==> config.mk <==
export PLATFORM = sky130hd
export DESIGN_NAME = lin_wake_ctrl
export DESIGN_NICKNAME = d
export VERILOG_FILES = /design/src/hdl/lin_wake_pkg.sv /design/src/hdl/lin_wake_filter.sv /design/src/hdl/lin_wake_ctrl.sv
export SDC_FILE = /design/constraint.sdc
export NUM_CORES = 1
export LEC_CHECK = 0
export BUFFER_PORTS_ARGS = -buffer_cell sky130_fd_sc_hd__buf_2
export CAP_MARGIN = 20
export CORE_MARGIN = 3
export CORE_UTILIZATION = 54
export DETAILED_ROUTE_END_ITERATION = 7
export PLACE_DENSITY = 0.76
export SKIP_LAST_GASP = 1
export SLEW_MARGIN = 25
export SYNTH_ARGS = -nofsm -noshare
export SYNTH_HDL_FRONTEND = slang
export SYNTH_SLANG_ARGS = --single-unit
==> constraint.sdc <==
create_clock -name clock_in -period 1.75 [get_ports clock_in]
set_clock_uncertainty 0.05 [all_clocks]
set_input_delay 0.35 -clock clock_in [delete_from_list [all_inputs] [get_ports clock_in]]
set_output_delay 0.35 -clock clock_in [all_outputs]
set_load 0.03 [all_outputs]
==> src/hdl/lin_wake_pkg.sv <==
/*
  Shared constants for the single-wire bus wake, fault and mode control.
  Assumes a 40 MHz system clock; times are kept in their own unit and
  converted to cycles here.
*/
package lin_wake_pkg;

  localparam int unsigned CLK_HZ = 40000000;

  // Transceiver mode codes
  localparam logic [1:0] TRX_OFF    = 2'h0;
  localparam logic [1:0] TRX_WAKE   = 2'h1;
  localparam logic [1:0] TRX_RXONLY = 2'h2;
  localparam logic [1:0] TRX_NORMAL = 2'h3;
  localparam logic [1:0] TRX_RESET  = 2'h0;

  // Device modes, Gray coded along normal-stop-sleep-failsafe-restart
  typedef enum logic [2:0] {
    DEV_NORMAL   = 3'h0,
    DEV_STOP     = 3'h1,
    DEV_SLEEP    = 3'h3,
    DEV_FAILSAFE = 3'h2,
    DEV_RESTART  = 3'h6
  } dev_mode_t;

  // Wake filter: dominant must last longer than the least filter time
  localparam int unsigned WAKE_FILTER_MIN_US = 30;
  localparam int unsigned WAKE_FILTER_MAX_US = 150;
  localparam int unsigned WAKE_FILTER_CYC =
    (WAKE_FILTER_MIN_US * (CLK_HZ / 1000000));

  // Dominant timeouts, typical figure
  localparam int unsigned TX_TIMEOUT_MS  = 20;
  localparam int unsigned BUS_TIMEOUT_MS = 20;
  localparam int unsigned TX_TIMEOUT_CYC  = TX_TIMEOUT_MS * (CLK_HZ / 1000);
  localparam int unsigned BUS_TIMEOUT_CYC = BUS_TIMEOUT_MS * (CLK_HZ / 1000);

  localparam int unsigned TIMER_W = 20;
  localparam int unsigned WAKE_W  = 12;

endpackage

==> src/hdl/lin_wake_filter.sv <==
/*
  Bus wake filter: a dominant phase longer than the filter count, closed
  by a dominant-to-recessive edge, gives a one-cycle wake pulse.
  Assumes a synchronised bus level on the same clock.
*/
`timescale 1ns/100ps
module lin_wake_filter #(
  parameter int unsigned FILTER_CYC = lin_wake_pkg::WAKE_FILTER_CYC
) (
  // Clock and reset
  input  wire logic clock_in,
  input  wire logic rst_n_in,
  input  wire logic clk_en_in,
  // Control
  input  wire logic armed_in,
  input  wire logic bus_dominant_in,
  // Event
  output logic      wake_pulse_out
);

  logic [lin_wake_pkg::WAKE_W-1:0] dom_cnt_r;
  logic                            dom_prev_r;
  logic                            long_enough;
  logic                            rise_edge;

  assign long_enough = (dom_cnt_r >= lin_wake_pkg::WAKE_W'(FILTER_CYC));
  assign rise_edge   = dom_prev_r && !bus_dominant_in;

  always_ff @(posedge clock_in) begin
    if (!rst_n_in) begin
      dom_cnt_r      <= '0;
      dom_prev_r     <= 1'b0;
      wake_pulse_out <= 1'b0;
    end else if (clk_en_in) begin
      dom_prev_r     <= bus_dominant_in;
      wake_pulse_out <= armed_in && rise_edge && long_enough;
      if (!bus_dominant_in || !armed_in) begin
        dom_cnt_r <= '0;
      end else if (!long_enough) begin
        dom_cnt_r <= dom_cnt_r + 1'b1;
      end
    end
  end

endmodule

==> src/hdl/lin_wake_ctrl.sv <==
/*
  Single-wire bus transceiver control: device and transceiver modes, bus
  wake signalling and rearming, dominant timeouts, fault flag,
  undervoltage suspension and slope selection.
  Assumes configuration words are presented while chip_select_n_in is low
  and committed on its rising edge; host strobes are on clock_in.
*/
`timescale 1ns/100ps
// Behaviour
// - Fail-safe forces wake mode; config may pick it in stop, sleep, restart, normal
// - Wake needs dominant longer than filter time, taken on rising edge
// - Bus wake drives receive output low until transceiver mode changes
// - Wake in stop or normal keeps mode, asserts interrupt, records status
// - Wake in sleep or fail-safe goes restart then normal, no interrupt
// - After wake the mode field still reads wake code, receive stays low
// - Entering stop, sleep or fail-safe rearms wake detection
// - Watchdog-on-wake bit enables watchdog on bus wake in stop
// - Transmit dominant too long disables driver, bus stays recessive
// - Transmit timeout sets the transceiver fault flag
// - Driver re-enabled once transmit input is recessive again
// - Bus dominant too long in normal or receive-only sets fault flag
// - Supply undervoltage disables driver and receiver, config kept
// - Low-slope bit, normal mode only, applied at chip select release, output held off while flash-speed bit set
// - Flash-speed bit, normal mode only, applied at chip select release
// - Transmit timeout is 20 ms
// - Bus dominant timeout is 20 ms
module lin_wake_ctrl #(
  parameter int unsigned TX_TO_CYC  = lin_wake_pkg::TX_TIMEOUT_CYC,
  parameter int unsigned BUS_TO_CYC = lin_wake_pkg::BUS_TIMEOUT_CYC
) (
  // Clock and reset
  input  wire logic       clock_in,
  input  wire logic       rst_n_in,
  input  wire logic       clk_en_in,
  // Configuration port
  input  wire logic       chip_select_n_in,
  input  wire logic [1:0] trx_mode_in,
  input  wire logic [2:0] dev_mode_in,
  input  wire logic       dev_mode_wr_in,
  input  wire logic       low_slope_select_in,
  input  wire logic       flash_speed_in,
  input  wire logic       watchdog_on_bus_wake_en_in,
  input  wire logic       watchdog_en_in,
  input  wire logic       fault_clear_in,
  input  wire logic       wake_status_clear_in,
  input  wire logic       interrupt_clear_in,
  // Device events
  input  wire logic       fail_safe_in,
  input  wire logic       restart_done_in,
  // Pins and analog
  input  wire logic       bus_transmit_in,
  input  wire logic       bus_level_in,
  input  wire logic       bus_supply_uv_in,
  // Outputs
  output logic            bus_receive_out,
  output logic            bus_drive_dom_out,
  output logic            driver_en_out,
  output logic            receiver_en_out,
  output logic            interrupt_out_n,
  output logic            wake_status_reg_out,
  output logic            fault_flag_out,
  output logic            watchdog_en_out,
  output logic            low_slope_out,
  output logic            flash_speed_out,
  output logic [1:0]      trx_mode_out,
  output logic [2:0]      dev_mode_out
);

  // Three-stage synchronisers for pins: cs, txd, bus, uv
  logic [3:0] s1_r, s2_r, s3_r, stab_r;
  logic [3:0] raw;
  assign raw = {bus_supply_uv_in, bus_level_in, bus_transmit_in, chip_select_n_in};

  always_ff @(posedge clock_in) begin
    if (!rst_n_in) begin
      s1_r   <= 4'hf;
      s2_r   <= 4'hf;
      s3_r   <= 4'hf;
      stab_r <= 4'hf;
    end else if (clk_en_in) begin
      s1_r <= raw;
      s2_r <= s1_r;
      s3_r <= s2_r;
      for (int i = 0; i < 4; i++) begin
        if (s2_r[i] == s3_r[i]) stab_r[i] <= s3_r[i];
      end
    end
  end

  logic cs_n_s, tx_dom, bus_dom, uv;
  logic cs_prev_r;
  logic commit;
  assign cs_n_s  = stab_r[0];
  assign tx_dom  = !stab_r[1];
  assign bus_dom = !stab_r[2];
  assign uv      = stab_r[3];
  assign commit  = cs_n_s && !cs_prev_r;

  // State
  lin_wake_pkg::dev_mode_t dev_r, dev_nxt;
  logic [1:0] trx_r, trx_nxt;
  logic armed_r, woken_r, tx_block_r, fault_r, wdg_r, int_r, wkst_r;
  logic lsm_r, flash_r;
  logic [lin_wake_pkg::TIMER_W-1:0] tx_cnt_r, bus_cnt_r;
  logic wake;

  wire in_normal  = (dev_r == lin_wake_pkg::DEV_NORMAL);
  wire in_stop    = (dev_r == lin_wake_pkg::DEV_STOP);
  wire wake_mode  = (trx_r == lin_wake_pkg::TRX_WAKE);
  wire trx_active = (trx_r == lin_wake_pkg::TRX_NORMAL) ||
                    (trx_r == lin_wake_pkg::TRX_RXONLY);
  wire trx_wr_ok  = commit && (dev_r != lin_wake_pkg::DEV_FAILSAFE);
  wire dev_wr_ok  = commit && dev_mode_wr_in;
  wire dev_change = (dev_nxt != dev_r);
  wire rearm_dev  = dev_change && ((dev_nxt == lin_wake_pkg::DEV_STOP) ||
                    (dev_nxt == lin_wake_pkg::DEV_SLEEP) ||
                    (dev_nxt == lin_wake_pkg::DEV_FAILSAFE));
  wire wake_sleep = wake && ((dev_r == lin_wake_pkg::DEV_SLEEP) ||
                    (dev_r == lin_wake_pkg::DEV_FAILSAFE));
  wire tx_to_hit  = (tx_cnt_r >= lin_wake_pkg::TIMER_W'(TX_TO_CYC));
  wire bus_to_hit = (bus_cnt_r >= lin_wake_pkg::TIMER_W'(BUS_TO_CYC));

  lin_wake_filter u_filter (
    .clock_in        (clock_in),
    .rst_n_in        (rst_n_in),
    .clk_en_in       (clk_en_in),
    .armed_in        (armed_r && wake_mode),
    .bus_dominant_in (bus_dom),
    .wake_pulse_out  (wake)
  );

  // Device mode next state
  always_comb begin
    dev_nxt = dev_r;
    case (dev_r)
      lin_wake_pkg::DEV_SLEEP,
      lin_wake_pkg::DEV_FAILSAFE: begin
        if (wake_sleep) dev_nxt = lin_wake_pkg::DEV_RESTART;
      end
      lin_wake_pkg::DEV_RESTART: begin
        if (restart_done_in) dev_nxt = lin_wake_pkg::DEV_NORMAL;
      end
      default: begin
        if (dev_wr_ok) dev_nxt = lin_wake_pkg::dev_mode_t'(dev_mode_in);
      end
    endcase
    if (dev_wr_ok && dev_r != lin_wake_pkg::DEV_FAILSAFE && !wake_sleep) begin
      dev_nxt = lin_wake_pkg::dev_mode_t'(dev_mode_in);
    end
    if (fail_safe_in) dev_nxt = lin_wake_pkg::DEV_FAILSAFE;
  end

  // Transceiver mode next value
  always_comb begin
    trx_nxt = trx_r;
    if (trx_wr_ok) trx_nxt = trx_mode_in;
    if (dev_nxt == lin_wake_pkg::DEV_FAILSAFE) trx_nxt = lin_wake_pkg::TRX_WAKE;
  end

  always_ff @(posedge clock_in) begin
    if (!rst_n_in) begin
      cs_prev_r <= 1'b1;
      dev_r     <= lin_wake_pkg::DEV_NORMAL;
      trx_r     <= lin_wake_pkg::TRX_RESET;
      armed_r   <= 1'b1;
      woken_r   <= 1'b0;
    end else if (clk_en_in) begin
      cs_prev_r <= cs_n_s;
      dev_r     <= dev_nxt;
      trx_r     <= trx_nxt;
      if (wake) begin
        armed_r <= 1'b0;
        woken_r <= 1'b1;
      end else if (trx_nxt != lin_wake_pkg::TRX_WAKE || rearm_dev) begin
        armed_r <= 1'b1;
        woken_r <= (trx_nxt == lin_wake_pkg::TRX_WAKE) && woken_r;
      end
    end
  end

  // Wake reporting, watchdog, slope
  always_ff @(posedge clock_in) begin
    if (!rst_n_in) begin
      int_r   <= 1'b0;
      wkst_r  <= 1'b0;
      wdg_r   <= 1'b0;
      lsm_r   <= 1'b0;
      flash_r <= 1'b0;
    end else if (clk_en_in) begin
      int_r  <= (wake && (in_stop || in_normal)) || (int_r && !interrupt_clear_in);
      wkst_r <= wake || (wkst_r && !wake_status_clear_in);
      if (wake && in_stop && watchdog_on_bus_wake_en_in) begin
        wdg_r <= 1'b1;
      end else if (commit) begin
        wdg_r <= watchdog_en_in;
      end
      if (commit && in_normal) begin
        lsm_r   <= low_slope_select_in;
        flash_r <= flash_speed_in;
      end
    end
  end

  // Dominant timers and fault flag
  always_ff @(posedge clock_in) begin
    if (!rst_n_in) begin
      tx_cnt_r   <= '0;
      bus_cnt_r  <= '0;
      tx_block_r <= 1'b0;
      fault_r    <= 1'b0;
    end else if (clk_en_in) begin
      if (!tx_dom) begin
        tx_cnt_r   <= '0;
        tx_block_r <= 1'b0;
      end else if (!tx_to_hit) begin
        tx_cnt_r <= tx_cnt_r + 1'b1;
      end else begin
        tx_block_r <= 1'b1;
      end
      if (!bus_dom || !trx_active) begin
        bus_cnt_r <= '0;
      end else if (!bus_to_hit) begin
        bus_cnt_r <= bus_cnt_r + 1'b1;
      end
      fault_r <= (tx_dom && tx_to_hit) || (bus_dom && trx_active && bus_to_hit) ||
                 (fault_r && !fault_clear_in);
    end
  end

  // Registered outputs
  wire drv_en = (trx_r == lin_wake_pkg::TRX_NORMAL) && !uv && !tx_block_r;
  wire rx_en  = trx_active && !uv;

  always_ff @(posedge clock_in) begin
    if (!rst_n_in) begin
      bus_receive_out     <= 1'b1;
      bus_drive_dom_out   <= 1'b0;
      driver_en_out       <= 1'b0;
      receiver_en_out     <= 1'b0;
      interrupt_out_n     <= 1'b1;
      wake_status_reg_out <= 1'b0;
      fault_flag_out      <= 1'b0;
      watchdog_en_out     <= 1'b0;
      low_slope_out       <= 1'b0;
      flash_speed_out     <= 1'b0;
      trx_mode_out        <= lin_wake_pkg::TRX_RESET;
      dev_mode_out        <= 3'h0;
    end else if (clk_en_in) begin
      bus_receive_out     <= !woken_r && !(rx_en && bus_dom);
      bus_drive_dom_out   <= drv_en && tx_dom;
      driver_en_out       <= drv_en;
      receiver_en_out     <= rx_en;
      interrupt_out_n     <= !int_r;
      wake_status_reg_out <= wkst_r;
      fault_flag_out      <= fault_r;
      watchdog_en_out     <= wdg_r;
      low_slope_out       <= lsm_r && !flash_r;
      flash_speed_out     <= flash_r;
      trx_mode_out        <= trx_r;
      dev_mode_out        <= dev_r;
    end
  end

  // Checks
  a_wake_rx_low: assert property (@(posedge clock_in) disable iff (!rst_n_in)
    clk_en_in && wake ##1 (clk_en_in && !commit) [*2] |=> !bus_receive_out)
    else $error("Receive output not low after wake");
  a_wake_int: assert property (@(posedge clock_in) disable iff (!rst_n_in)
    clk_en_in && wake && in_stop ##1 (clk_en_in && !interrupt_clear_in) [*2]
    |=> !interrupt_out_n)
    else $error("Interrupt missing after stop wake");
  a_sleep_restart: assert property (@(posedge clock_in) disable iff (!rst_n_in)
    clk_en_in && wake_sleep && !fail_safe_in
    |=> dev_r == lin_wake_pkg::DEV_RESTART && (!int_r || $past(int_r)))
    else $error("Sleep wake did not enter restart");
  a_wake_keeps: assert property (@(posedge clock_in) disable iff (!rst_n_in)
    clk_en_in && wake && !commit && !fail_safe_in |=> trx_r == lin_wake_pkg::TRX_WAKE)
    else $error("Mode field changed on wake");
  a_rearm_dev: assert property (@(posedge clock_in) disable iff (!rst_n_in)
    clk_en_in && rearm_dev && !wake |=> armed_r)
    else $error("Wake not rearmed on mode change");
  a_wdg_wake: assert property (@(posedge clock_in) disable iff (!rst_n_in)
    clk_en_in && wake && in_stop && watchdog_on_bus_wake_en_in ##1 clk_en_in |=> watchdog_en_out)
    else $error("Watchdog not enabled on wake");
  a_tx_block: assert property (@(posedge clock_in) disable iff (!rst_n_in)
    clk_en_in && tx_block_r |=> !driver_en_out && !bus_drive_dom_out)
    else $error("Driver enabled while blocked");
  a_tx_fault: assert property (@(posedge clock_in) disable iff (!rst_n_in)
    clk_en_in && tx_dom && tx_to_hit |=> fault_r)
    else $error("Fault not set on transmit timeout");
  a_tx_recover: assert property (@(posedge clock_in) disable iff (!rst_n_in)
    clk_en_in && !tx_dom |=> !tx_block_r)
    else $error("Driver not recovered");
  a_fault_hold: assert property (@(posedge clock_in) disable iff (!rst_n_in)
    clk_en_in && fault_r && !fault_clear_in |=> fault_r)
    else $error("Fault flag lost");
  a_uv_off: assert property (@(posedge clock_in) disable iff (!rst_n_in)
    clk_en_in && uv |=> !driver_en_out && !receiver_en_out)
    else $error("Stages on under undervoltage");
  a_slope_gate: assert property (@(posedge clock_in) disable iff (!rst_n_in)
    clk_en_in && !(commit && in_normal) |=> $stable(lsm_r))
    else $error("Slope changed outside commit");

  c_stop_wake:  cover property (@(posedge clock_in) wake && in_stop);
  c_sleep_wake: cover property (@(posedge clock_in) wake_sleep);
  c_tx_timeout: cover property (@(posedge clock_in) $rose(tx_block_r));
  c_bus_clamp:  cover property (@(posedge clock_in) bus_to_hit && trx_active);

endmodule

## Word level (Yosys, flattened, before mapping)

Index checks and enable logic that the tools add are counted.

- Multipliers: 0
- Order comparisons: 3
- Reduce and logical (&&, ||, !) cells: 72
- Div/mod/pow operators: 0
- Equality and inequality tests: 21
- Multiplexer cells: 22
- Add/sub/neg operators: 3
- Bitwise gates (word level): 0
- Shift operators: 0

Operator list:

| kind | number |
|---|---|
| $mux W20 | 4 |
| $add A20 B1 Y20 const B | 2 |
| $ge A20 B20 Y1 const B | 2 |
| $logic_and A1 B1 Y1 | 29 |
| $mux W12 | 2 |
| $reduce_and A2 Y1 | 11 |
| $logic_not A1 Y1 | 15 |
| $mux W3 | 5 |
| $add A12 B1 Y12 const B | 1 |
| $eq A3 B2 Y1 const B | 4 |
| $ge A12 B11 Y1 const B | 1 |
| $logic_or A1 B1 Y1 | 12 |
| $mux W1 | 8 |
| $eq A3 B1 Y1 const B | 2 |
| $pmux W3 S2 | 1 |
| $reduce_bool A2 Y1 | 3 |
| $eq A1 B1 Y1 | 4 |
| $eq A2 B1 Y1 const B | 2 |
| $eq A2 B2 Y1 const B | 2 |
| $mux W2 | 2 |
| $ne A2 B1 Y1 const B | 2 |
| $ne A2 B2 Y1 const B | 2 |
| $eq A3 B3 Y1 const B | 1 |
| $logic_not A3 Y1 | 1 |
| 3 further kinds | 3 |

- Memories kept: 0
- Bits in latches: 0
- Bits in registers: 100
- Input port bits: 22
- Bits in read-only memories: 0
- Output and inout port bits: 15
- Bits in writable memories: 0
- Logic and storage cells: 157

## Logic depth before layout (Yosys ltp)

Gate-level depths: netlist of the first run.

- Depth in word-level cells: 14
- Gate-level depth with buffers: 8
- Depth with buffers taken out: 7

## Modules after synthesis

Synthesis of the first run repeated with hierarchy kept, for this count alone.

- Cells, all modules: 543
- Area total of the unflattened synthesis: 4765.8 sq um

By module, submodules not included:

| module | seq. area each (sq um) | area an instance (sq um) | instances | cells each |
|---|---|---|---|---|
| lin_wake_ctrl | 1721.7 | 3958.8 | 1 | 447 |
| lin_wake_filter | 280.3 | 807.0 | 1 | 96 |

## Worst setup path before layout of the first run

Ideal clock, no wire load.

- Path type: flip-flop to flip-flop
- Start: reg bus_cnt_r[14] in the netlist's numbering
- End: reg bus_cnt_r[15] in the netlist's numbering
- Clock period less this slack: 1.823 ns
- Setup time: 0.059 ns
- Buffers on the path: 0
- Stages on the path, launching flop included: 6
- Data required time: 1.641 ns
- Arrival: 1.713 ns
- Path slack: -0.073 ns
- Cells stage by stage: dfxtp_1 or4_4 o21bai_4 nand4_4 or4_1 nand2_1

- Cells in the longest elaborated chain, start to end: 3
- Elaborated cells between the ends (all ways): 6
- Classes of those cells: add/sub (1); order compare (1); eq/ne (1); mux (2); reduce/logical (1)

Ends and longest elaborated chain:

| what | RTL line | text |
|---|---|---|
| start: declaration | lin_wake_ctrl.sv:104 | `logic [lin_wake_pkg::TIMER_W-1:0] tx_cnt_r, bus_cnt_r;` |
| start signal: assignment | lin_wake_ctrl.sv:223 | `bus_cnt_r <= bus_cnt_r + 1'b1;` |
| $add A20 B1 Y20 or $ge A20 B20 Y1 (tied branches) | lin_wake_ctrl.sv:223, lin_wake_ctrl.sv:121 |  |
| $mux W20 or $ne A2 B1 Y1 (tied branches) | -- |  |
| $mux W20 or $reduce_and A2 Y1 (tied branches) | -- |  |

Parallel ways exist; a longest one is shown, timed or not. The select of a mux whose other input is x is not followed.
A chain may end at the register's enable or synchronous reset.

## Worst setup path after layout of the first run

- Start: reg dev_r[1]
- End: reg armed_r

- Cells in the longest elaborated chain, start to end: 14
- Elaborated cells between the ends (all ways): 30
- Classes of those cells: eq/ne (9); mux (8); reduce/logical (13)

Ends and longest elaborated chain:

| what | RTL line | text |
|---|---|---|
| start: declaration | lin_wake_ctrl.sv:100 | `lin_wake_pkg::dev_mode_t dev_r, dev_nxt;` |
| start signal: assignment | lin_wake_ctrl.sv:163 | `dev_r <= lin_wake_pkg::DEV_NORMAL;` |
| start signal: assignment | lin_wake_ctrl.sv:169 | `dev_r <= dev_nxt;` |
| parallel branches: the longest is 11 deep, another holds $eq A3 B2 Y1 | -- |  |
| $logic_or A1 B1 Y1 * | lin_wake_ctrl.sv:174 | `end else if (trx_nxt != lin_wake_pkg::TRX_WAKE \|\| rearm_dev) begin` |
| $reduce_bool A2 Y1 (no source line) * | -- |  |
| $reduce_and A2 Y1 (no source line) * | -- |  |
| end signal: assignment | lin_wake_ctrl.sv:165 | `armed_r <= 1'b1;` |
| end signal: assignment | lin_wake_ctrl.sv:172 | `armed_r <= 1'b0;` |
| end signal: assignment | lin_wake_ctrl.sv:175 | `armed_r <= 1'b1;` |
| end: declaration | lin_wake_ctrl.sv:102 | `logic armed_r, woken_r, tx_block_r, fault_r, wdg_r, int_r, wkst_r;` |

Mark *: on every way between the ends.

==> flow_summary_export.csv, run 1 <==
group,metric,value,unit
run_status,outcome,"finished, violations left",
run_status,violations,"negative setup slack",
synth,syn_area,0.00463,mm²
floorplanning,fp.dieW,98.6,µm
global_routing,grt_antenna_before_repair,0,
clock_network,cts_buffer_depth,2,
clock_network,h-tree-depth,3,
cells_and_area,layout_commonest_cell,"dfxtp_1",
flow_run,max_cap_violations,0,
clock_network,cts_buffers,9,
floorplanning,placeableCoreArea,0.00826,mm²
route,vias_per_cell,5.68,
synth,muxShareOfSynthArea,6.27,%
timing,tightest_slew,0.555,ns
synth,synthFlopType,"dfxtp_1",
timing,final.setup.tns,-0.313,ns
worst_setup_path,arrival,2.08,ns
synth,avgSynthCellArea,8.78,µm²
placed_design,place_inst,705,
route,wirelength,11.0,mm
route,dr.pass1.iters,5,
worst_setup_path,worst_r2r_path_depth,7,
global_routing,grt_pass1_wl,17.3,mm
route,antenna_left,0,
synth,ys_async_sr_fraction,0,%
placed_design,hpwl,7.16,mm
worst_setup_path,start_kind,"flop",
synth,yosys.area_share.xor_xnor,7.19,%
synth,synth_compound_gate_area_share,10.3,%
cells_and_area,final_nets,647,
power,power_leakage,2.25,nW
clock_network,cts.sinks,100,
timing,timing.final.crit_share,104,%
worst_setup_path,required,2.01,ns
timing,slew_violations,0,
floorplanning,initial_utilization,56.1,%
cells_and_area,syn_to_final_growth,25.1,%
route,vias,4143,
worst_setup_path,slowest_delay,0.36,ns
floorplanning,die_y,98.6,µm
route,routedWlPerCell,15.0,µm
worst_setup_path,startpoint,"dev_r[1]",
synth,synth.yosys.seq_area_share,43.2,%
global_routing,grt_overflow_total,0,
worst_hold_path,hold_class,"input pin to flop",
route,first_iter_violations,332,
worst_setup_path,criticalPathCategory,"flop to flop",
placed_design,gp_routability_congestion,0.962,
cells_and_area,antennaDiodeCount,0,
synth,yosys.area_share.simple,27.6,%
route,drc,0,
synth,syn_inst,527,
synth,yosysWarnings,0,
timing,finalHoldViolations,0,
cells_and_area,final_cell_count_no_fill,729,
synth,synth_cell_types,57,
worst_setup_path,cp_slowest_cell,"o41ai_4",
timing,rsz0062_at_grt,"true",
timing,max_freq,550,MHz
worst_setup_path,timing.rr.start,"dev_r[1]",
clock_network,cts_tree,"built",
timing,fin_crit,1.82,ns
cells_and_area,layout-drive-gt1-share,27.1,%
power,ir_worst_vdd,488,µV
timing,worst_slack,-0.0672,ns
global_routing,grt_max_degree,25,
synth,synth_edf_count,0,
timing,slew_headroom,63.0,%
global_routing,grt_pass1_vias,3878,
floorplanning,ioPinCount,37,
worst_setup_path,ff2ff_setup_slack,-0.07,ns
power,power_density,678,mW/mm²
clock_network,clk_pin_slew,0.10,ns
synth,ys_ff_latch,100,
synth,synth_top_family_by_area,"simple AND/OR/NAND/NOR gates",
clock_network,clk_latency,0.36,ns
worst_hold_path,hp-start,"bus_level_in",
cells_and_area,layout_common_cells,"dfxtp_1 (91), buf_4 (59), nor2_1 (52)",
timing,holdWs,0.155,ns
synth,synthAdderAreaFrac,1.62,%
worst_setup_path,cp_max_fo,4,
clock_network,cts_hold_buf,0,
cells_and_area,fillers,643,
synth,syn-num-nets,555,
global_routing,grt_usage,21.1,%
placed_design,numPortBuffers,36,
floorplanning,die-area,0.00972,mm²
worst_hold_path,min_path_cells,3,
timing,setup_viol,10,
floorplanning,rows,33,
worst_setup_path,critical_path.cell_chain,"nor2b_4 -> buf_4 -> o2bb2ai_4 -> o31ai_4 -> a31o_4 -> o41ai_4 -> a221o_1",
worst_setup_path,end_kind,"flop",
clock_network,cts_root_buf,"clkbuf_8",
## power breakdown
part	switching (mW)	internal, mW
registers	0.0122	2.29
logic	0.172	0.137
clock network	0.797	0.519
total	0.981	2.95
## what timing repair did
item | CTS | global route
resized for setup | 14 | 44
pin swaps | 7 | 19
gates cloned | 0 | 1
setup endpoints to repair | 17 | 49
setup buffers | 2 | 5
## cells in the mapped netlist (3+ instances only)
cell type,number,area share (%)
a21boi_0,6,0.97
a21oi_1,21,2.3
and2_1,5,0.68
and3_1,9,1.2
and4_1,4,0.76
buf_2,4,0.43
clkbuf_1,16,1.3
dfxtp_1,100,43
ha_1,6,1.6
inv_1,19,1.5
mux2i_1,29,6.3
nand2_1,51,4.1
nand2b_1,8,1.1
nand3_1,31,3.4
nand3b_1,8,1.3
nand4_1,12,1.6
nor2_1,53,4.3
nor2b_1,23,3.1
nor3_1,9,0.97
nor4_1,3,0.41
o21ai_0,16,1.7
o21ai_1,5,0.54
or3_1,4,0.54
or4_1,4,0.65
xnor2_1,13,2.5
xor2_1,25,4.7
## flip-flops by register name, indices dropped and copies added, names as in the netlist, 2 cells and up
name,cells
s1_r,4
s3_r,4
u_filter.dom_cnt_r,12
trx_r,2
dev_r,3
s2_r,4
tx_cnt_r,20
trx_mode_out,2
stab_r,4
bus_cnt_r,20
dev_mode_out,3
## final cells by class
class	count	area, µm²	area share [%]
Multi-Input combinational cell	386	2680	46.2
Sequential cell	100	2020	34.9
Timing Repair Buffer	103	727	12.6
Tap cell	105	131	2.27
Clock buffer	10	128	2.20
Inverter	19	71.3	1.23
Clock inverter	6	37.5	0.648
## layer usage
layer | track usage (%) | part of all wire (%) | wire length (µm) | vias up
met4 | 6.30 | 2.3 | 250 | 0
met2 | 35.5 | 48 | 5280 | 141
met3 | 4.39 | 4.9 | 540 | 31
li1 | - | - | - | 2004
met1 | 27.5 | 45 | 4880 | 1967
met5 | 0 | 0 | 0 | -
## path summary, 6_finish.rpt
kind / endpoint
setup / recovery: armed_r
hold / removal: s1_r[2]
setup reg to reg: armed_r
hold reg to reg: fault_r
## through the flow
step | cell area [µm²] | worst slack [ns] | utilization, % | power, mW
after floorplan | 4630 | -0.0666 | - | 2.51
after global placement | 5310 | -0.124 | 64.3 | 2.61
after detailed placement | 5310 | -0.209 | 64.3 | 2.61
after CTS | 5550 | -0.0778 | 67.2 | 3.92
final | 5790 | -0.0672 | 70.1 | 3.93
after global routing | 5790 | -0.119 | 70.1 | 4.09
## logic make-up after synthesis
group	after synthesis
and+or+nand+nor	240
adders and majority gates	6
buffers and inverters	41
DFF	100
AOI/OAI and AO/OA	73
muxes	29
xor gates and xnor gates	38
## worst max-delay path: cells and delay by family (launching register included)
family	cells	cell delay [ns]
buf+inv	1	0.14
simple gates	1	0.15
flops	1	0.35
compound gates	5	1.07
No activity file was read; power rests on OpenSTA's default activity.
==> inputs of run 2 (changes only) <==
==> constraint.sdc (replaced) <==
create_clock -name clock_in -period 1.75 [get_ports clock_in]
set_clock_uncertainty 0.05 [all_clocks]
set_input_delay 0 -clock clock_in [delete_from_list [all_inputs] [get_ports clock_in]]
set_output_delay 0 -clock clock_in [all_outputs]
set_load 0.03 [all_outputs]
==> run 2 against run 1 <==
Net effect:
- the flow still finishes with violations (negative setup slack)
- setup slack got worse by 0.037 ns
- sequential share of layout area fell by 0.87 points
- total power rose by 8.0%
- first-iteration DRC count fell by 36%
- cell count rose by 0.82%
- sequential cell count did not move
- highest routed layer unchanged
==> flow_summary_export.csv, run 2 (synthesis results as in run 1) <==
group,metric,value,unit
worst_setup_path,startpoint,"cs_prev_r",
route,drc,0,
floorplanning,fp.dieW,98.6,µm
worst_setup_path,path_buf_inv,2,
power,ir_worst_vdd,891,µV
floorplanning,die-area,0.00972,mm²
worst_setup_path,arrival,2.06,ns
worst_setup_path,criticalPathCategory,"flop to flop",
clock_network,cts_tree,"built",
worst_setup_path,path_depth,7,
timing,worst_slack,-0.104,ns
run_status,outcome,"finished, violations left",
floorplanning,placeableCoreArea,0.00826,mm²
global_routing,grt_antenna_before_repair,0,
route,routedWlPerCell,14.6,µm
timing,max_freq,539,MHz
cells_and_area,reg_top3,"bus_cnt_r x20, tx_cnt_r x20, u_filter.dom_cnt_r x12",
cells_and_area,final_nets,654,
cells_and_area,layout_commonest_cell,"dfxtp_1",
worst_hold_path,min_path_cells,4,
route,wirelength,10.7,mm
worst_setup_path,ff2ff_setup_slack,-0.10,ns
clock_network,cts_buffers,9,
timing,slew_headroom,66.9,%
power,switching_power,0.965,mW
worst_setup_path,r2r_end,"trx_r[1]",
placed_design,gp_routability_congestion,0.991,
worst_setup_path,critical_path.cell_chain,"nand3b_1 -> buf_4 -> a32oi_2 -> a31o_2 -> buf_6 -> nor2_1 -> a311o_1",
power,power_density,715,mW/mm²
placed_design,hpwl,7.07,mm
worst_setup_path,worst_r2r_path_depth,7,
global_routing,grt_pass1_wl,18.6,mm
clock_network,clk_pin_slew,0.09,ns
worst_setup_path,cp_max_fo,5,
route,vias_per_cell,5.62,
floorplanning,die_y,98.6,µm
power,pwr-share-comb,7.2,%
clock_network,cts_root_buf,"clkbuf_8",
worst_setup_path,critPathTopFamily,"compound AO/OA/AOI/OAI gates",
route,vias,4132,
cells_and_area,antennaDiodeCount,0,
timing,slew_violations,0,
power,power.total,4.24,mW
cells_and_area,syn_to_final_growth,28.1,%
floorplanning,initial_utilization,56.1,%
timing,rsz0062_at_grt,"true",
route,antenna_left,0,
clock_network,h-tree-depth,3,
timing,tightest_slew,0.491,ns
clock_network,cts_buffer_depth,2,
global_routing,grt_usage,22.5,%
cells_and_area,layout_common_cells,"dfxtp_1 (91), buf_4 (52), nor2_1 (51)",
placed_design,numPortBuffers,36,
timing,finalHoldViolations,0,
route,dr.pass1.iters,4,
power,swShare,22.7,%
worst_setup_path,start_kind,"flop",
floorplanning,ioPinCount,37,
floorplanning,rows,33,
worst_hold_path,hold_class,"input pin to flop",
timing,setup_viol,12,
power,clockPowerShare,38.5,%
timing,fin_crit,1.85,ns
run_status,violations,"negative setup slack",
worst_setup_path,end_kind,"flop",
worst_setup_path,timing.rr.start,"cs_prev_r",
worst_setup_path,cp-endpoint,"trx_r[1]",
global_routing,grt_pass1_vias,4080,
cells_and_area,layout-drive-gt1-share,26.2,%
flow_run,max_cap_violations,0,
clock_network,clk_latency,0.36,ns
power,p_int,3.28,mW
global_routing,grt_overflow_total,0,
timing,timing.final.crit_share,106,%
global_routing,grt_max_degree,58,
clock_network,cts.sinks,100,
worst_setup_path,cp_slowest_cell,"dfxtp_2",
power,seq_power_share,54.3,%
cells_and_area,post-route-util,71.8,%
worst_setup_path,required,1.95,ns
power,power_leakage,2.31,nW
worst_setup_path,slowest_delay,0.33,ns
route,first_iter_violations,211,
## run 2: cell count changes in the layout (fill, tap and decap cells not counted), sizes merged
cell         before  now
dlygate4sd3       0   14
buf             102   96
clkinv            4    1
bufinv            0    2
clkbuf           11   10
clkinvlp          0    1
inv              21   20
## run 2: area by class of cell
type / count / area (µm²)
multi-input combinational: 386 / 2680
fill: 601 / 2330
sequential: 100 / 2020
timing repair buffer: 110 / 810
clock buffer: 10 / 138
tap: 105 / 131
clock inverter: 5 / 85.1
inverter: 19 / 71.3
## run 2: power groups by stage
| stage | Combinational (mW) | Sequential, mW | Clock (mW) |
|---|---|---|---|
| 5_1_grt | 0.331 | 2.31 | 1.76 |
| 3_5_place_dp | 0.248 | 2.36 | 0 |
| 3_3_place_gp | 0.243 | 2.36 | 0 |
| 4_1_cts | 0.279 | 2.30 | 1.67 |
| 2_1_floorplan | 0.151 | 2.36 | 0 |
| 6_report | 0.305 | 2.30 | 1.63 |
## run 2: worst min path at each step
stage,start,end
global placement,bus_supply_uv_in,s1_r[3]
finish,fail_safe_in,armed_r
CTS,fail_safe_in,armed_r
floorplan,chip_select_n_in,s1_r[0]
global route,fail_safe_in,dev_r[1]
detailed placement,bus_level_in,s1_r[2]
## run 2: repair_timing
action / CTS / global route
resized for setup: 14 / 46
hold endpoints to repair: 17 / 0
pin swaps: 10 / 17
hold buffers: 14 / 0
endpoints found under the setup margin: 32 / 44
setup buffers: 1 / 5
## run 2: worst register-to-register path: stages (launching register included)
cell      delay [ns]
dfxtp_2         0.33
nand3b_1        0.27
buf_4           0.23
a32oi_2         0.21
a31o_2          0.24
buf_6           0.11
nor2_1          0.04
a311o_1         0.26
## run 2: stage by stage
| stage | setup slack [ns] | std cells | instance area (µm²) | hold slack (ns) | setup TNS [ns] |
|---|---|---|---|---|---|
| finish | -0.104 | 735 | 5930 | 0.0834 | -0.705 |
| global placement | -0.0474 | 700 | 5260 | 0.165 | -0.0930 |
| floorplan | -0.0666 | 527 | 4630 | 0.0784 | -0.216 |
| CTS | -0.0907 | 730 | 5710 | 0.0656 | -0.387 |
| global route | -0.199 | 735 | 5930 | 0.104 | -2.06 |
| detailed placement | -0.134 | 700 | 5260 | 0.172 | -0.714 |
## run 2: metal layers
metal / vias up / routed length, µm / global-route usage, %
li1: 2021 / - / -
met1: 1989 / 4660 / 28.6
met2: 95 / 5430 / 38.8
met3: 27 / 372 / 3.89
met4: 0 / 265 / 7.35
met5: - / 0 / 0
==> inputs of run 3 (changes only) <==
--- a/config.mk
+++ b/config.mk
@@ -11,6 +11,7 @@
 export CORE_UTILIZATION = 54
 export DETAILED_ROUTE_END_ITERATION = 7
 export PLACE_DENSITY = 0.76
+export REMOVE_ABC_BUFFERS = 1
 export SKIP_LAST_GASP = 1
 export SLEW_MARGIN = 25
 export SYNTH_ARGS = -nofsm -noshare
==> run 3 against run 2 <==
Net effect:
- the flow still finishes with violations (negative setup slack)
- total power down 3.2%
- clock power down 7%
- count of clock-buffer cells in the layout rose by 1
- register-to-register slack is essentially flat
- via count shrank 2.6%
- non-clock buffer count is 8 lower
- utilization decreased by 2.1 points
- die area stayed put
- sequential share of layout area grew 0.88 points
- critical path type unchanged
==> flow_summary_export.csv, run 3 (synthesis results as in run 1) <==
group,metric,value,unit
run_status,outcome,"finished, violations left",
run_status,violations,"negative setup slack",
timing,worst_slack,-0.0976,ns
global_routing,grt_max_degree,25,
worst_setup_path,start_kind,"flop",
worst_setup_path,critical_path.cell_chain,"nand3b_1 -> buf_4 -> nand3_1 -> o21ai_1 -> a31o_4 -> o41ai_4 -> a221o_1",
worst_setup_path,cp_max_fo,4,
timing,setup_viol,8,
placed_design,hpwl,6.97,mm
global_routing,grt_pass1_wl,17.9,mm
clock_network,cts_root_buf,"clkbuf_8",
floorplanning,die_y,98.6,µm
worst_setup_path,cp_slowest_cell,"o41ai_4",
worst_setup_path,required,2.00,ns
global_routing,grt_overflow_total,0,
cells_and_area,final_nets,646,
worst_hold_path,min_path_cells,4,
worst_setup_path,criticalPathCategory,"flop to flop",
cells_and_area,layout-drive-gt1-share,22.3,%
route,dr.pass1.iters,5,
worst_setup_path,slowest_delay,0.38,ns
clock_network,cts_buffers,9,
worst_setup_path,critPathTopFamily,"compound AO/OA/AOI/OAI gates",
timing,rsz0062_at_grt,"true",
route,drc,0,
floorplanning,ioPinCount,37,
timing,timing.final.crit_share,106,%
route,routedWlPerCell,14.2,µm
global_routing,grt_usage,21.9,%
route,first_iter_violations,118,
cells_and_area,layout_commonest_cell,"dfxtp_1",
worst_setup_path,path_depth,7,
power,power_density,714,mW/mm²
cells_and_area,fillers,646,
clock_network,cts.sinks,100,
worst_setup_path,path_buf_inv,1,
floorplanning,initial_utilization,56.1,%
cells_and_area,syn_to_final_growth,24.3,%
power,ir_worst_vdd,702,µV
power,power.total,4.11,mW
placed_design,postPlaceCellArea,0.00520,mm²
worst_setup_path,arrival,2.10,ns
worst_setup_path,end_kind,"flop",
route,vias_per_cell,5.53,
route,antenna_left,0,
clock_network,clk_latency,0.36,ns
timing,finalHoldViolations,0,
timing,final.setup.tns,-0.546,ns
route,vias,4024,
clock_network,clk_pin_slew,0.11,ns
global_routing,grt_pass1_vias,3986,
worst_hold_path,hold_class,"input pin to flop",
cells_and_area,final_area,0.00576,mm²
placed_design,numPortBuffers,36,
timing,slew_headroom,75.3,%
timing,fin_crit,1.85,ns
flow_run,max_cap_violations,0,
power,power_leakage,2.23,nW
timing,slew_violations,0,
floorplanning,placeableCoreArea,0.00826,mm²
worst_setup_path,worst_r2r_path_depth,7,
floorplanning,fp.dieW,98.6,µm
cells_and_area,antennaDiodeCount,0,
timing,max_freq,541,MHz
clock_network,h-tree-depth,3,
cells_and_area,reg_top3,"bus_cnt_r x20, tx_cnt_r x20, u_filter.dom_cnt_r x12",
global_routing,grt_antenna_before_repair,0,
route,wirelength,10.3,mm
clock_network,cts_buffer_depth,2,
placed_design,gp_routability_congestion,0.898,
clock_network,cts_tree,"built",
floorplanning,rows,33,
cells_and_area,layout_common_cells,"dfxtp_1 (96), nor2_1 (53), nand2_1 (50)",
timing,tightest_slew,0.370,ns
floorplanning,die-area,0.00972,mm²
run 3: cell count changes in the layout (fill, tap and decap cells not counted), sizes merged:
cell	previous run	this run
buf	96	87
clkinv	1	2
bufinv	2	1
dlygate4sd3	14	15
clkbuf	10	11
run 3: worst reg2reg max path, delay by kind of cell, from the launching register on:
family	cells	cell delay, ns
flip-flops	1	0.33
buffers and inverters	1	0.20
AO/OA/AOI/OAI	4	0.91
AND/OR/NAND/NOR	2	0.29
run 3: per-layer routing:
layer	GRT usage, %	routed length [µm]
met4	7.14	170
met3	3.96	301
met2	37.8	5270
met5	0	0
met1	27.8	4580
run 3: path summary, 6_finish.rpt:
| path | from | slack [ns] | end |
|---|---|---|---|
| hold / removal | fail_safe_in | 0.03 | dev_r[2] |
| hold reg to reg | fault_r | 0.41 | fault_r |
| setup / recovery | cs_prev_r | -0.1 | armed_r |
| setup reg to reg | cs_prev_r | -0.1 | armed_r |
run 3: final cells by class:
cell class              instances  area (µm²)  share of cell area, %
repair buffers                102         728                   12.7
flip-flops and latches        100        2010                   34.9
clock inverters                 5        60.1                   1.04
inverters                      19        71.3                   1.24
multi-input cells             386        2620                   45.5
well taps                     105         131                   2.28
clock buffers                  11         141                   2.46
run 3: where the power goes:
group / switching [mW] / total, mW / internal [mW]
sequential: 0.0112 / 2.30 / 2.29
combinational: 0.161 / 0.293 / 0.132
clock: 0.803 / 1.51 / 0.707
total: 0.975 / 4.11 / 3.13
run 3: repair_timing:
action | 4_1_cts | 5_1_grt
setup buffers | 1 | 2
pin swaps | 6 | 8
setup endpoints to repair | 16 | 43
hold buffers | 15 | 0
resized for setup | 17 | 21
hold endpoints to repair | 16 | 0
run 3: stage by stage:
stage	instances	utilization, %	hold WS (ns)	worst slack, ns
2_1_floorplan	505	-	0.0119	-0.107
3_3_place_gp	694	63.0	0.167	-0.0767
6_report	728	69.7	0.0254	-0.0976
5_1_grt	728	69.7	0.0222	-0.204
4_1_cts	726	68.4	0.00411	-0.0484
3_5_place_dp	694	63.0	0.173	-0.128
